File: config.mk
export PLATFORM = sky130hd
export DESIGN_NAME = mpgb_gpio
export DESIGN_NICKNAME = d
export VERILOG_FILES = /design/src/mpgb_pkg.sv /design/src/mpgb_gpio.sv
export VERILOG_INCLUDE_DIRS = /design/src
export SDC_FILE = /design/constraint.sdc
export NUM_CORES = 1
export LEC_CHECK = 0
export BUFFER_PORTS_ARGS = -buffer_cell sky130_fd_sc_hd__buf_2
export CORE_MARGIN = 5
export CORE_UTILIZATION = 39
export CTS_CLUSTER_SIZE = 40
export DETAILED_ROUTE_END_ITERATION = 8
export PLACE_DENSITY_LB_ADDON = 0.3
export SLEW_MARGIN = 20
export SYNTH_ARGS = -nofsm -noshare
export SYNTH_HDL_FRONTEND = slang
export SYNTH_SLANG_ARGS = --single-unit
File: constraint.sdc
create_clock -name core_clk -period 2.7 [get_ports core_clk]
set_input_delay 0.135 -clock core_clk [delete_from_list [all_inputs] [get_ports core_clk]]
set_output_delay 0.135 -clock core_clk [all_outputs]
set_load 0.02 [all_outputs]
File: src/mpgb_regs.svh
// register offsets and reset values for the port block
// assumes word-aligned avalon-mm slave, 32-bit data, byte addresses
`ifndef MPGB_REGS_SVH
`define MPGB_REGS_SVH
`define MPGB_OFS_P2_DIR   6'h00
`define MPGB_OFS_P3_DIR   6'h04
`define MPGB_OFS_P4_DIR   6'h08
`define MPGB_OFS_P12_DIR  6'h0c
`define MPGB_OFS_P2_DAT   6'h10
`define MPGB_OFS_P3_DAT   6'h14
`define MPGB_OFS_P4_DAT   6'h18
`define MPGB_OFS_P12_DAT  6'h1c
`define MPGB_OFS_P13_DAT  6'h20
`define MPGB_OFS_P2_ANA   6'h24
`define MPGB_OFS_P2_PU    6'h28
`define MPGB_OFS_P3_PU    6'h2c
`define MPGB_OFS_P4_PU    6'h30
`define MPGB_OFS_P12_PU   6'h34
`define MPGB_OFS_STATUS   6'h38
`define MPGB_DIR_RST      8'hff
`define MPGB_ANA_RST      8'h00
`define MPGB_PU_RST       8'h00
`define MPGB_DAT_RST      8'h00
`endif

File: src/mpgb_pkg.sv
// types for the multi-port gpio block
// assumes mpgb_regs.svh carries offsets and reset values
package mpgb_pkg;
    typedef enum logic [1:0] {
        MPGB_CLK_INTERNAL = 2'b00,
        MPGB_CLK_CRYSTAL  = 2'b01,
        MPGB_CLK_EXTERNAL = 2'b10
    } mpgb_clk_src_type;
    typedef enum logic [1:0] {
        MPGB_RST_HOLD     = 2'b00,
        MPGB_RST_OPTION   = 2'b01,
        MPGB_RST_RUN      = 2'b10
    } mpgb_rst_state_type;
endpackage

File: src/mpgb_gpio.sv
// multi-port gpio block: ports 2, 3, 4, 12, 13 and shared reset input
// assumes avalon-mm master on core_clk, pins resolved by the bench
//
// What this block does
// - 4-bit port 2 with output latch, per-bit direction and input pull-ups.
// - port 2 pins double as analog converter inputs.
// - reset puts every bit of ports 2, 3, 4, 12 in input mode.
// - 2-bit port 3 with latch, direction, input pull-ups and interrupt use.
// - input-only pin shared with reset; option setting picks port or reset.
// - as general input, the shared pin no longer resets the device.
// - pin low before the option is read keeps the device in reset.
// - 6-bit port 4 with latch, direction, input pull-ups, alternate functions.
// - 3-bit port 12; only its third pin has an option pull-up.
// - internal oscillator frees both oscillator pins as general io.
// - crystal or resonator takes both oscillator pins from general io.
// - external clock takes first oscillator pin; second stays general io.
// - clock source and oscillator pin use come from the option setting.
// - 1-bit output-only port driven by its own data register.
// - output-only pin is low while reset is asserted.
// - four register classes: direction, data, analog mode, pull-up option.
// - direction registers reset to all ones, written only as a whole byte through lane 0.
// - interrupt-shared pin in output mode changing level sets its request.
//
// Decided for this implementation: the Avalon-MM slave port and the placing of the registers.
`timescale 1ns/1ps
`include "mpgb_regs.svh"
module mpgb_gpio (
    input  wire logic                      core_clk,
    input  wire logic                      reset_n,
    input  wire logic [5:0]                avs_address,
    input  wire logic                      avs_read,
    input  wire logic                      avs_write,
    input  wire logic [31:0]               avs_writedata,
    input  wire logic [3:0]                avs_byteenable,
    output logic      [31:0]               avs_readdata,
    output logic                           avs_waitrequest,
    input  wire logic                      option_valid,
    input  wire logic                      option_reset_as_port,
    input  wire mpgb_pkg::mpgb_clk_src_type option_clk_src,
    input  wire logic                      reset_shared_input_pin,
    output logic                           device_reset_n,
    input  wire logic [3:0]                port2_in,
    output logic      [3:0]                port2_out,
    output logic      [3:0]                port2_oe,
    output logic      [3:0]                port2_pullup,
    output logic      [3:0]                port2_analog_en,
    input  wire logic [1:0]                port3_in,
    output logic      [1:0]                port3_out,
    output logic      [1:0]                port3_oe,
    output logic      [1:0]                port3_pullup,
    input  wire logic [5:0]                port4_in,
    output logic      [5:0]                port4_out,
    output logic      [5:0]                port4_oe,
    output logic      [5:0]                port4_pullup,
    input  wire logic [2:0]                port12_in,
    output logic      [2:0]                port12_out,
    output logic      [2:0]                port12_oe,
    output logic      [2:0]                port12_pullup,
    output logic                           oscillator_pins_en,
    output logic                           oscillator_input_en,
    output logic                           output_only_pin,
    output logic      [2:0]                intp_request
);
    import mpgb_pkg::*;

    // pin synchronisers, two flops each
    logic [15:0] pin_meta;
    logic [15:0] pin_sync;
    logic        rst_pin_meta;
    logic        rst_pin_sync;

    logic [7:0]  port2_direction_reg;
    logic [7:0]  port3_direction_reg;
    logic [7:0]  port4_direction_reg;
    logic [7:0]  port12_direction_reg;
    logic [3:0]  port2_data_reg;
    logic [1:0]  port3_data_reg;
    logic [5:0]  port4_data_reg;
    logic [2:0]  port12_data_reg;
    logic        port13_data_reg;
    logic [3:0]  port2_analog_mode_select;
    logic [3:0]  port2_pullup_select;
    logic [1:0]  port3_pullup_select;
    logic [5:0]  port4_pullup_select;
    logic        port12_pullup_select;
    mpgb_rst_state_type rst_state;
    logic        reset_as_port;
    mpgb_clk_src_type clk_src;
    logic        read_ack;
    logic [31:0] rdata;
    logic [2:0]  intp_level_q;

    logic [7:0]  next_port2_direction_reg;
    logic [7:0]  next_port3_direction_reg;
    logic [7:0]  next_port4_direction_reg;
    logic [7:0]  next_port12_direction_reg;
    logic [3:0]  next_port2_data_reg;
    logic [1:0]  next_port3_data_reg;
    logic [5:0]  next_port4_data_reg;
    logic [2:0]  next_port12_data_reg;
    logic        next_port13_data_reg;
    logic [3:0]  next_port2_analog_mode_select;
    logic [3:0]  next_port2_pullup_select;
    logic [1:0]  next_port3_pullup_select;
    logic [5:0]  next_port4_pullup_select;
    logic        next_port12_pullup_select;
    mpgb_rst_state_type next_rst_state;
    logic        next_reset_as_port;
    mpgb_clk_src_type next_clk_src;
    logic        next_read_ack;
    logic [31:0] next_rdata;
    logic [2:0]  intp_level;
    logic [2:0]  p12_gpio_ok;
    logic        latch_write_strobe;
    logic        direction_write_strobe;
    logic        pullup_write_strobe;

    // byte-lane merge of lane 0 into an 8-bit register
    function automatic logic [7:0] merge_byte(input logic [7:0] old_val, input logic [31:0] wd,
                                             input logic [3:0] be);
        merge_byte = be[0] ? wd[7:0] : old_val;
    endfunction

    // read view: pin for inputs, latch for outputs
    function automatic logic [7:0] port_view(input logic [7:0] dir, input logic [7:0] pin,
                                            input logic [7:0] latch);
        port_view = (dir & pin) | (~dir & latch);
    endfunction

    always_ff @(posedge core_clk) begin
        pin_meta     <= {port12_in, port4_in, port3_in, port2_in, 1'b0};
        pin_sync     <= pin_meta;
        rst_pin_meta <= reset_shared_input_pin;
        rst_pin_sync <= rst_pin_meta;
    end

    always_comb begin
        p12_gpio_ok = 3'b111;
        unique case (clk_src)
            MPGB_CLK_CRYSTAL:  p12_gpio_ok = 3'b100;
            MPGB_CLK_EXTERNAL: p12_gpio_ok = 3'b110;
            default:           p12_gpio_ok = 3'b111;
        endcase
    end

    assign latch_write_strobe     = avs_write && (avs_address >= `MPGB_OFS_P2_DAT)
                                    && (avs_address <= `MPGB_OFS_P13_DAT);
    assign direction_write_strobe = avs_write && (avs_address <= `MPGB_OFS_P12_DIR);
    assign pullup_write_strobe    = avs_write && (avs_address >= `MPGB_OFS_P2_PU)
                                    && (avs_address <= `MPGB_OFS_P12_PU);

    always_comb begin
        next_port2_direction_reg      = port2_direction_reg;
        next_port3_direction_reg      = port3_direction_reg;
        next_port4_direction_reg      = port4_direction_reg;
        next_port12_direction_reg     = port12_direction_reg;
        next_port2_data_reg           = port2_data_reg;
        next_port3_data_reg           = port3_data_reg;
        next_port4_data_reg           = port4_data_reg;
        next_port12_data_reg          = port12_data_reg;
        next_port13_data_reg          = port13_data_reg;
        next_port2_analog_mode_select = port2_analog_mode_select;
        next_port2_pullup_select      = port2_pullup_select;
        next_port3_pullup_select      = port3_pullup_select;
        next_port4_pullup_select      = port4_pullup_select;
        next_port12_pullup_select     = port12_pullup_select;
        if (direction_write_strobe || latch_write_strobe || pullup_write_strobe ||
            (avs_write && avs_address == `MPGB_OFS_P2_ANA)) begin
            unique case (avs_address)
                `MPGB_OFS_P2_DIR:  next_port2_direction_reg  = merge_byte(port2_direction_reg, avs_writedata, avs_byteenable);
                `MPGB_OFS_P3_DIR:  next_port3_direction_reg  = merge_byte(port3_direction_reg, avs_writedata, avs_byteenable);
                `MPGB_OFS_P4_DIR:  next_port4_direction_reg  = merge_byte(port4_direction_reg, avs_writedata, avs_byteenable);
                `MPGB_OFS_P12_DIR: next_port12_direction_reg = merge_byte(port12_direction_reg, avs_writedata, avs_byteenable);
                `MPGB_OFS_P2_DAT:  if (avs_byteenable[0]) next_port2_data_reg  = avs_writedata[3:0];
                `MPGB_OFS_P3_DAT:  if (avs_byteenable[0]) next_port3_data_reg  = avs_writedata[1:0];
                `MPGB_OFS_P4_DAT:  if (avs_byteenable[0]) next_port4_data_reg  = avs_writedata[5:0];
                `MPGB_OFS_P12_DAT: if (avs_byteenable[0]) next_port12_data_reg = avs_writedata[3:1];
                `MPGB_OFS_P13_DAT: if (avs_byteenable[0]) next_port13_data_reg = avs_writedata[0];
                `MPGB_OFS_P2_ANA:  if (avs_byteenable[0]) next_port2_analog_mode_select = avs_writedata[3:0];
                `MPGB_OFS_P2_PU:   if (avs_byteenable[0]) next_port2_pullup_select  = avs_writedata[3:0];
                `MPGB_OFS_P3_PU:   if (avs_byteenable[0]) next_port3_pullup_select  = avs_writedata[1:0];
                `MPGB_OFS_P4_PU:   if (avs_byteenable[0]) next_port4_pullup_select  = avs_writedata[5:0];
                `MPGB_OFS_P12_PU:  if (avs_byteenable[0]) next_port12_pullup_select = avs_writedata[3];
                default: ;
            endcase
        end
    end

    always_comb begin
        next_read_ack = avs_read && !read_ack;
        next_rdata    = 32'h0000_0000;
        unique case (avs_address)
            `MPGB_OFS_P2_DIR:  next_rdata[7:0] = port2_direction_reg;
            `MPGB_OFS_P3_DIR:  next_rdata[7:0] = port3_direction_reg;
            `MPGB_OFS_P4_DIR:  next_rdata[7:0] = port4_direction_reg;
            `MPGB_OFS_P12_DIR: next_rdata[7:0] = port12_direction_reg;
            `MPGB_OFS_P2_DAT:  next_rdata[7:0] = port_view(port2_direction_reg,
                                   {4'h0, pin_sync[4:1]}, {4'h0, port2_data_reg}) & 8'h0f;
            `MPGB_OFS_P3_DAT:  next_rdata[7:0] = (port_view(port3_direction_reg,
                                   {6'h00, pin_sync[6:5]}, {6'h00, port3_data_reg}) & 8'h03)
                                   | {3'h0, rst_pin_sync & reset_as_port, 4'h0};
            `MPGB_OFS_P4_DAT:  next_rdata[7:0] = port_view(port4_direction_reg,
                                   {2'h0, pin_sync[12:7]}, {2'h0, port4_data_reg}) & 8'h3f;
            `MPGB_OFS_P12_DAT: next_rdata[7:0] = port_view(port12_direction_reg,
                                   {4'h0, pin_sync[15:13], 1'b0}, {4'h0, port12_data_reg, 1'b0})
                                   & {4'h0, p12_gpio_ok, 1'b0};
            `MPGB_OFS_P13_DAT: next_rdata[0]   = port13_data_reg;
            `MPGB_OFS_P2_ANA:  next_rdata[3:0] = port2_analog_mode_select;
            `MPGB_OFS_P2_PU:   next_rdata[3:0] = port2_pullup_select;
            `MPGB_OFS_P3_PU:   next_rdata[1:0] = port3_pullup_select;
            `MPGB_OFS_P4_PU:   next_rdata[5:0] = port4_pullup_select;
            `MPGB_OFS_P12_PU:  next_rdata[3]   = port12_pullup_select;
            `MPGB_OFS_STATUS:  next_rdata[3:0] = {clk_src, reset_as_port, rst_pin_sync};
            default:           next_rdata      = 32'h0000_0000;
        endcase
    end

    always_comb begin
        next_rst_state     = rst_state;
        next_reset_as_port = reset_as_port;
        next_clk_src       = clk_src;
        unique case (rst_state)
            MPGB_RST_HOLD:   next_rst_state = MPGB_RST_OPTION;
            MPGB_RST_OPTION: if (option_valid && rst_pin_sync) begin
                next_rst_state     = MPGB_RST_RUN;
                next_reset_as_port = option_reset_as_port;
                next_clk_src       = option_clk_src;
            end
            // reset pin only acts while it is the reset function
            MPGB_RST_RUN:    if (!reset_as_port && !rst_pin_sync) next_rst_state = MPGB_RST_HOLD;
            default:         next_rst_state = MPGB_RST_HOLD;
        endcase
    end

    always_ff @(posedge core_clk) begin
        if (!reset_n) begin
            port2_direction_reg      <= `MPGB_DIR_RST;
            port3_direction_reg      <= `MPGB_DIR_RST;
            port4_direction_reg      <= `MPGB_DIR_RST;
            port12_direction_reg     <= `MPGB_DIR_RST;
            port2_data_reg           <= 4'h0;
            port3_data_reg           <= 2'h0;
            port4_data_reg           <= 6'h00;
            port12_data_reg          <= 3'h0;
            port13_data_reg          <= 1'b0;
            port2_analog_mode_select <= 4'h0;
            port2_pullup_select      <= 4'h0;
            port3_pullup_select      <= 2'h0;
            port4_pullup_select      <= 6'h00;
            port12_pullup_select     <= 1'b0;
            rst_state                <= MPGB_RST_HOLD;
            reset_as_port            <= 1'b0;
            clk_src                  <= MPGB_CLK_INTERNAL;
            read_ack                 <= 1'b0;
            rdata                    <= 32'h0000_0000;
            intp_level_q             <= 3'h0;
        end else begin
            port2_direction_reg      <= next_port2_direction_reg;
            port3_direction_reg      <= next_port3_direction_reg;
            port4_direction_reg      <= next_port4_direction_reg;
            port12_direction_reg     <= next_port12_direction_reg;
            port2_data_reg           <= next_port2_data_reg;
            port3_data_reg           <= next_port3_data_reg;
            port4_data_reg           <= next_port4_data_reg;
            port12_data_reg          <= next_port12_data_reg;
            port13_data_reg          <= next_port13_data_reg;
            port2_analog_mode_select <= next_port2_analog_mode_select;
            port2_pullup_select      <= next_port2_pullup_select;
            port3_pullup_select      <= next_port3_pullup_select;
            port4_pullup_select      <= next_port4_pullup_select;
            port12_pullup_select     <= next_port12_pullup_select;
            rst_state                <= next_rst_state;
            reset_as_port            <= next_reset_as_port;
            clk_src                  <= next_clk_src;
            read_ack                 <= next_read_ack;
            rdata                    <= next_rdata;
            intp_level_q             <= intp_level;
        end
    end

    assign avs_waitrequest = avs_read && !read_ack;
    assign avs_readdata    = rdata;
    assign device_reset_n  = (rst_state == MPGB_RST_RUN);

    assign port2_out       = port2_data_reg;
    assign port2_oe        = ~port2_direction_reg[3:0] & ~port2_analog_mode_select;
    assign port2_analog_en = port2_analog_mode_select;
    assign port2_pullup    = port2_pullup_select & port2_direction_reg[3:0] & ~port2_analog_mode_select;
    assign port3_out       = port3_data_reg;
    assign port3_oe        = ~port3_direction_reg[1:0];
    assign port3_pullup    = port3_pullup_select & port3_direction_reg[1:0];
    assign port4_out       = port4_data_reg;
    assign port4_oe        = ~port4_direction_reg[5:0];
    assign port4_pullup    = port4_pullup_select & port4_direction_reg[5:0];
    assign port12_out      = port12_data_reg;
    assign port12_oe       = ~port12_direction_reg[3:1] & p12_gpio_ok;
    assign port12_pullup   = {port12_pullup_select & port12_direction_reg[3], 2'b00};
    assign oscillator_pins_en  = (clk_src == MPGB_CLK_CRYSTAL);
    assign oscillator_input_en = (clk_src != MPGB_CLK_INTERNAL);
    assign output_only_pin = port13_data_reg;

    // output-mode level change raises interrupt request
    assign intp_level   = {port4_data_reg[3], port3_data_reg};
    assign intp_request = (intp_level ^ intp_level_q)
                          & {~port4_direction_reg[3], ~port3_direction_reg[1:0]};

    a_out_only_reset: assert property (@(posedge core_clk) !reset_n |=> !output_only_pin)
        else $error("output-only pin not low after reset");
    a_dir_reset_ones: assert property (@(posedge core_clk) !reset_n |=> (port4_direction_reg == 8'hff))
        else $error("direction not all ones after reset");
    // no pull-up on an output bit
    a_pullup_output_off: assert property (@(posedge core_clk) disable iff (!reset_n)
        (port4_oe & port4_pullup) == 6'h00)
        else $error("pull-up on output bit");
    a_crystal_pins_held: assert property (@(posedge core_clk) disable iff (!reset_n)
        (clk_src == MPGB_CLK_CRYSTAL) |-> (port12_oe[1:0] == 2'b00))
        else $error("oscillator pin driven with crystal");
    // reset held while pin low before option
    a_reset_hold_pin: assert property (@(posedge core_clk) disable iff (!reset_n)
        (rst_state == MPGB_RST_OPTION && !rst_pin_sync) |=> !device_reset_n)
        else $error("reset released with pin low");
    a_port_no_reset: assert property (@(posedge core_clk) disable iff (!reset_n)
        (device_reset_n && reset_as_port) |=> device_reset_n)
        else $error("port-mode pin caused reset");
    a_read_latch: assert property (@(posedge core_clk) disable iff (!reset_n)
        (avs_read && !read_ack && avs_address == `MPGB_OFS_P13_DAT) |=> (avs_readdata[0] == output_only_pin))
        else $error("latch readback wrong");
    a_intp_on_change: assert property (@(posedge core_clk) disable iff (!reset_n)
        (!port3_direction_reg[0] && $changed(port3_data_reg[0]) && $stable(port3_direction_reg[0]))
        |-> intp_request[0])
        else $error("no interrupt on output change");
endmodule

==> metrics.md, run 1 <==
| Metric | Value |
|---|---|
| Critical path buffers and inverters | 1 |
| Leak pwr | 2.99 nW |
| Startpoint types | flop |
| Worst path slowest cell | dfxtp_1 |
| Yosys top cell by area | dfxtp_1 |
| Vias in the first global route | 4090 |
| Mapped Cells | 522 |
| Peak VDD IR | 0.494 mV |
| Met2 GRT Util | 32.1% |
| Area share of the largest cell type after synthesis | 47.0% |
| Clk sink count | 114 |
| Final Hold Violating Endpoints | 0 |
| RSZ-0062 raised after global routing | false |
| Registers with the most flip-flops | pin_meta: 15 flops, pin_sync: 15 flops |
| Share of layout cells above drive strength 1 | 25.0% |
| Critical path cell sequence | inv_1 > ha_1 > o32ai_1 > and3_1 > a31o_2 > o31a_1 |
| CTS Buf Count | 17 |
| Min cycle time layout | 1.77 ns |
| Initial antenna violation count | 0 |
| Post-synthesis register bit count | 114 |
| CP Launch Point | clk_src[0] |
| Syn. warnings | 0 |
| HPWL Detailed | 10.1 mm |
| Final hold slack | 0.0323 ns |
| Die outline height | 122 um |
| Most frequent cell after synthesis | dfxtp_1 |
| Die area | 14800 um^2 |
| Diodes inserted | 0 |
| Clk slew on worst S/H paths | 0.05 ns |
| Port buffer count | 101 |
| CTS root buf | clkbuf_16 |
| Routed wirelength normalized by instance count | 17.0 um |
| Largest family of logic cells by synthesized area | simple AND/OR/NAND/NOR gates |
| Cell family with most CP delay | compound AO/OA/AOI/OAI gates |
| Hold-fix buffers, CTS | 22 |
| Clock share of power | 52.6% |
| Number of fill cells | 1122 |
| Avg Inst Size Synth | 9.30 um^2 |
| Yosys cell types | 55 |
| Nets | 716 |
| Worst r2r src | clk_src[0] |
| Routability cong. | 0.892 |
| Met3 usage | 5.80% |
| HP Start | avs_writedata[5] |
| Largest net degree at the start of global routing | 42 |
| Ports | 155 |
| Post-route ant nets | 0 |
| Worst-margin pin slew | 0.560 ns |
| Clk_skew | 0.00707 ns |
| Initial Util | 40.1% |
| CP Capture Type | flop |
| Crit-path max FO | 4 |
| Synth Area in XOR/XNOR | 0.542% |
| Pre-CTS setup slack | 0.642 ns |
| Remaining Overflow, GRT | 0 |
| CORE AREA | 12100 um^2 |
| F_max | 0.566 GHz |
| CP Data Arrival Time | 2.06 ns |
| Max cap viols | 0 |
| Pre-antenna DRT Iters | 7 |
| Post-CTS Setup Bufs | 0 |
| Final WL | 14.1 mm |
| GRT Overall Usage | 19.9% |
| Mapped Area | 4850 um^2 |
| Multiplexer area fraction after synthesis | 15.4% |
| CTS tree | yes |
| Synth Area in Compound Gates | 8.74% |
| NetSw | 0.000983 W |
| TNS Setup | 0 ns |
| Post-synth EDFFs | 0 |
| Hold crit path type | input pin to flop |
| Initial DRC Count | 291 |
| Final setup vio count | 0 |
| Seq pwr share | 41.0% |
| Period utilization | 65.5% |
| First-pass GRT wire length | 22.3 mm |
| Ys async rst share | 0% |
| Vias | 4091 |
| Post-Synth Simple-Gate Area | 19.6% |
| Clock Latency Late Sink | 0.42 ns |
| Synth top cells by count | dfxtp_1, mux2i_1, nand2_1, nor2_1, buf_4 |
| WS Path Type | flop to flop |
| Synth top area cells | dfxtp_1, mux2i_1, nand2_1 |
| Vias/cell | 4.93 |
| Synthesis-to-layout area growth | 29.4% |
| Adder-Cell Fraction of Synth Area | 0.516% |
| Sw Ratio | 23.3% |
| H-tree depth | 4 |
| CP peak stage delay | 0.44 ns |
| Die width | 122 um |
| Comb pwr share | 6.4% |
| Commonest register cell after synthesis | dfxtp_1 |
| Total power divided by cell area | 672 nW/um^2 |
| Sequential share of the synthesized area | 47.0% |
| Drt drc | 0 |
| Rel. slew slack | 62.5% |
| Max Root-Sink Buffers | 2 |
| Status | finished, final reports clean |
| Met1 Resource Use GR | 25.6% |
| Max Slew Vio Count | 0 |
| GR peak layer | met2 |
| FP Rows | 40 |
| CTS resizes | 0 |
| Setup ws final | 0.932 ns |
| CP required | 2.99 ns |
| Internal | 0.00324 W |
==> tightest hold or removal path: stages <==
cell and delay, ns:
buf_2 0.15, nand2_1 0.06, nand3_1 0.06
==> layout by cell type, fill, tap and decap left out, types with 11 or more instances in the layout <==
cell and n:
dfxtp_1 114, buf_2 101, mux2i_1 68, nand2_1 61, nor2_1 57, conb_1 26
dlygate4sd3_1 22, inv_1 17, clkbuf_16 17, nand3_1 16, buf_4 16, and2_1 14
a21oi_1 13, o21ai_0 12, o211ai_1 11
==> metal layers <==
layer  share of wire, %  routed length (um)
met5                  0                   0
met4                1.3                 187
met3                7.0                 990
met2                 47                6690
met1                 44                6230
==> final timing paths <==
kind | end | slack, ns | cells after the start
setup / recovery | avs_readdata[1] | 0.93 | 6
hold / removal | port3_direction_reg[5] | 0.03 | 3
setup reg to reg | avs_readdata[1] | 0.93 | 6
hold reg to reg | pin_sync[10] | 0.32 | 0
==> power groups by stage <==
stage          sequential, W  clock (W)  combinational, W
6_report             0.00173    0.00222          0.000270
5_1_grt              0.00173    0.00235          0.000293
4_1_cts              0.00173    0.00227          0.000268
3_5_place_dp         0.00177          0          0.000243
3_3_place_gp         0.00176          0          0.000241
2_1_floorplan        0.00176          0          0.000182
==> final cells by class <==
| cell class | instances | area, um^2 | area share, % |
|---|---|---|---|
| flip-flops and latches | 114 | 2280 | 36.4 |
| multi-input cells | 359 | 2280 | 36.3 |
| repair buffers | 139 | 846 | 13.5 |
| clock buffers | 20 | 467 | 7.43 |
| well taps | 168 | 210 | 3.35 |
| clock inverters | 12 | 131 | 2.09 |
| inverters | 17 | 63.8 | 1.02 |
==> cell families (layout without fill, tap and decap cells) <==
logic type / Yosys count / in the layout
xor gates and xnor gates: 3 / 3
other: 1 / 26
AOI/OAI and AO/OA: 64 / 64
and+or+nand+nor: 192 / 192
DFF: 114 / 114
buffers and inverters: 74 / 188
muxes: 72 / 72
adders and majority gates: 2 / 2
==> metrics by stage <==
stage	cell area, um^2	instances	total power (W)	util, %
2_1_floorplan	4950	547	0.00194	-
3_3_place_gp	5460	775	0.00201	45.1
3_5_place_dp	5460	775	0.00201	45.1
4_1_cts	6280	829	0.00427	51.8
5_1_grt	6280	829	0.00438	51.8
6_report	6280	829	0.00422	51.8
Power figures use the tool's default switching activity.
==> run 2, diff against run 1 <==
==> constraint.sdc (replaced) <==
create_clock -name core_clk -period 1.4 [get_ports core_clk]
set_input_delay 0.07 -clock core_clk [delete_from_list [all_inputs] [get_ports core_clk]]
set_output_delay 0.07 -clock core_clk [all_outputs]
set_load 0.02 [all_outputs]
==> metrics.md, run 2 (synthesis results as in run 1) <==
| Metric | Value |
|---|---|
| Worst r2r src | clk_src[1] |
| Startpoint types | flop |
| RSZ-0062 raised after global routing | true |
| Vias | 4413 |
| F_max | 0.684 GHz |
| Commonest non-fill, non-tap cells in the layout | dfxtp_1, buf_2, buf_4 |
| H-tree depth | 4 |
| Largest net degree at the start of global routing | 28 |
| Final hold slack | 0.0760 ns |
| WHS Path Cells | 3 |
| Period utilization | 104% |
| CP Capture Type | flop |
| CP Launch Point | clk_src[1] |
| Final Hold Violating Endpoints | 0 |
| HP Start | avs_writedata[1] |
| Total power divided by cell area | 1180 nW/um^2 |
| Drt drc | 0 |
| Max Slew Vio Count | 0 |
| Ports | 155 |
| Clk_skew | 0.00628 ns |
| Clk slew on worst S/H paths | 0.06 ns |
| Diodes inserted | 0 |
| Initial DRC Count | 241 |
| Status | complete, but fails checks |
| Initial antenna violation count | 0 |
| Vias in the first global route | 4480 |
| Vias/cell | 4.90 |
| Max cap viols | 0 |
| Pre-antenna DRT Iters | 5 |
| Remaining Overflow, GRT | 0 |
| CP peak stage delay | 0.33 ns |
| Nets | 787 |
| Final WL | 15.2 mm |
| CTS Buf Count | 17 |
| Post-route ant nets | 0 |
| Most common cell after layout, fill and taps aside | dfxtp_1 |
| Hold crit path type | input pin to flop |
| Flop-to-flop setup slack | -0.06 ns |
| FP Rows | 40 |
| Register-to-Register Path Depth | 6 |
| CORE AREA | 12100 um^2 |
| Max Root-Sink Buffers | 2 |
| GRT Overall Usage | 21.2% |
| Critical path cell sequence | inv_2 > ha_4 > o32ai_1 > and3_1 > a31o_2 > o31a_1 |
| Synthesis-to-layout area growth | 42.4% |
| Final cell count without fillers | 900 |
| Crit-path max FO | 2 |
| R2R Path End | avs_readdata[1] |
| Failing checks | setup timing |
| Worst path slowest cell | dfxtp_2 |
| Die area | 14800 um^2 |
| WS Path Type | flop to flop |
| CP Data Arrival Time | 1.77 ns |
| Design area | 6910 um^2 |
| Die outline height | 122 um |
| HPWL Detailed | 11.6 mm |
| Min-Delay Endpoint | port4_direction_reg[1] |
| Setup ws final | -0.0630 ns |
| Post-CTS Setup Bufs | 0 |
| Initial Util | 40.1% |
| Routability cong. | 0.950 |
| Final setup vio count | 2 |
| Clk sink count | 114 |
| Registers with the most flip-flops | pin_meta: 15 flops, pin_sync: 15 flops |
| # placed instances | 843 |
| Peak VDD IR | 0.954 mV |
| First-pass GRT wire length | 23.8 mm |
| Placed inst area | 6020 um^2 |
| Share of layout cells above drive strength 1 | 33.1% |
| CTS root buf | clkbuf_16 |
| Routed wirelength normalized by instance count | 16.8 um |
| Clock Latency Late Sink | 0.41 ns |
| Port buffer count | 101 |
| Min cycle time layout | 1.46 ns |
| Die width | 122 um |
| CP required | 1.70 ns |
| Leak pwr | 3.35 nW |
| CTS tree | yes |
[run 2: cell type report]
type	count	area [um^2]
Timing Repair Buffer	210	1430
Tap cell	168	210
Clock inverter	13	136
Fill cell	1112	5200
Sequential cell	114	2280
Clock buffer	19	453
Inverter	17	63.8
Multi-Input combinational cell	359	2330
[run 2: power breakdown]
group	total (W)	internal [W]	switching [W]	leakage (nW)
logic	0.000648	0.000274	0.000374	2.13
registers	0.00334	0.00331	0.0000246	0.934
clock network	0.00419	0.00270	0.00150	0.281
[run 2: worst max-delay path: cells and delay by family (launching register included)]
kind,cells,cell delay [ns]
flip-flops,1,0.33
adder cells (fa/ha/maj),1,0.28
AND/OR/NAND/NOR,1,0.15
AO/OA/AOI/OAI,3,0.54
buffers and inverters,1,0.06
[run 2: through the flow]
stage	setup TNS [ns]	setup slack, ns	utilization, %	power (W)
final	-0.0919	-0.0630	57.0	0.00818
after global routing	-0.151	-0.0817	57.0	0.00846
after CTS	-0.113	-0.0593	57.0	0.00826
after detailed placement	-7.22	-0.303	49.7	0.00399
after global placement	-6.96	-0.289	49.7	0.00398
after floorplan	-1.96	-0.117	-	0.00376
[run 2: how the worst max path moves through the flow]
stage,end,cells past startpoint
floorplan,port12_direction_reg[1],6
global placement,avs_readdata[2],5
detailed placement,avs_readdata[2],5
CTS,avs_readdata[1],6
global route,avs_readdata[1],6
finish,avs_readdata[1],6
[run 2: metal layers]
layer / global-route usage (%) / routed length [um] / part of all wire (%) / vias up
met5: 0 / 0 / 0 / -
met2: 35.6 / 7420 / 49 / 146
met1: 26.5 / 6640 / 44 / 2097
met4: 7.98 / 294 / 1.9 / 0
li1: - / - / - / 2151
met3: 4.97 / 809 / 5.3 / 19
[run 2: what timing repair did]
| action | CTS | global route |
|---|---|---|
| cloned | 0 | 0 |
| endpoints found under the hold margin | 42 | 0 |
| hold buffers | 26 | 0 |
| resized for setup | 12 | 0 |
| pin swaps | 3 | 3 |
| endpoints found under the setup margin | 5 | 3 |
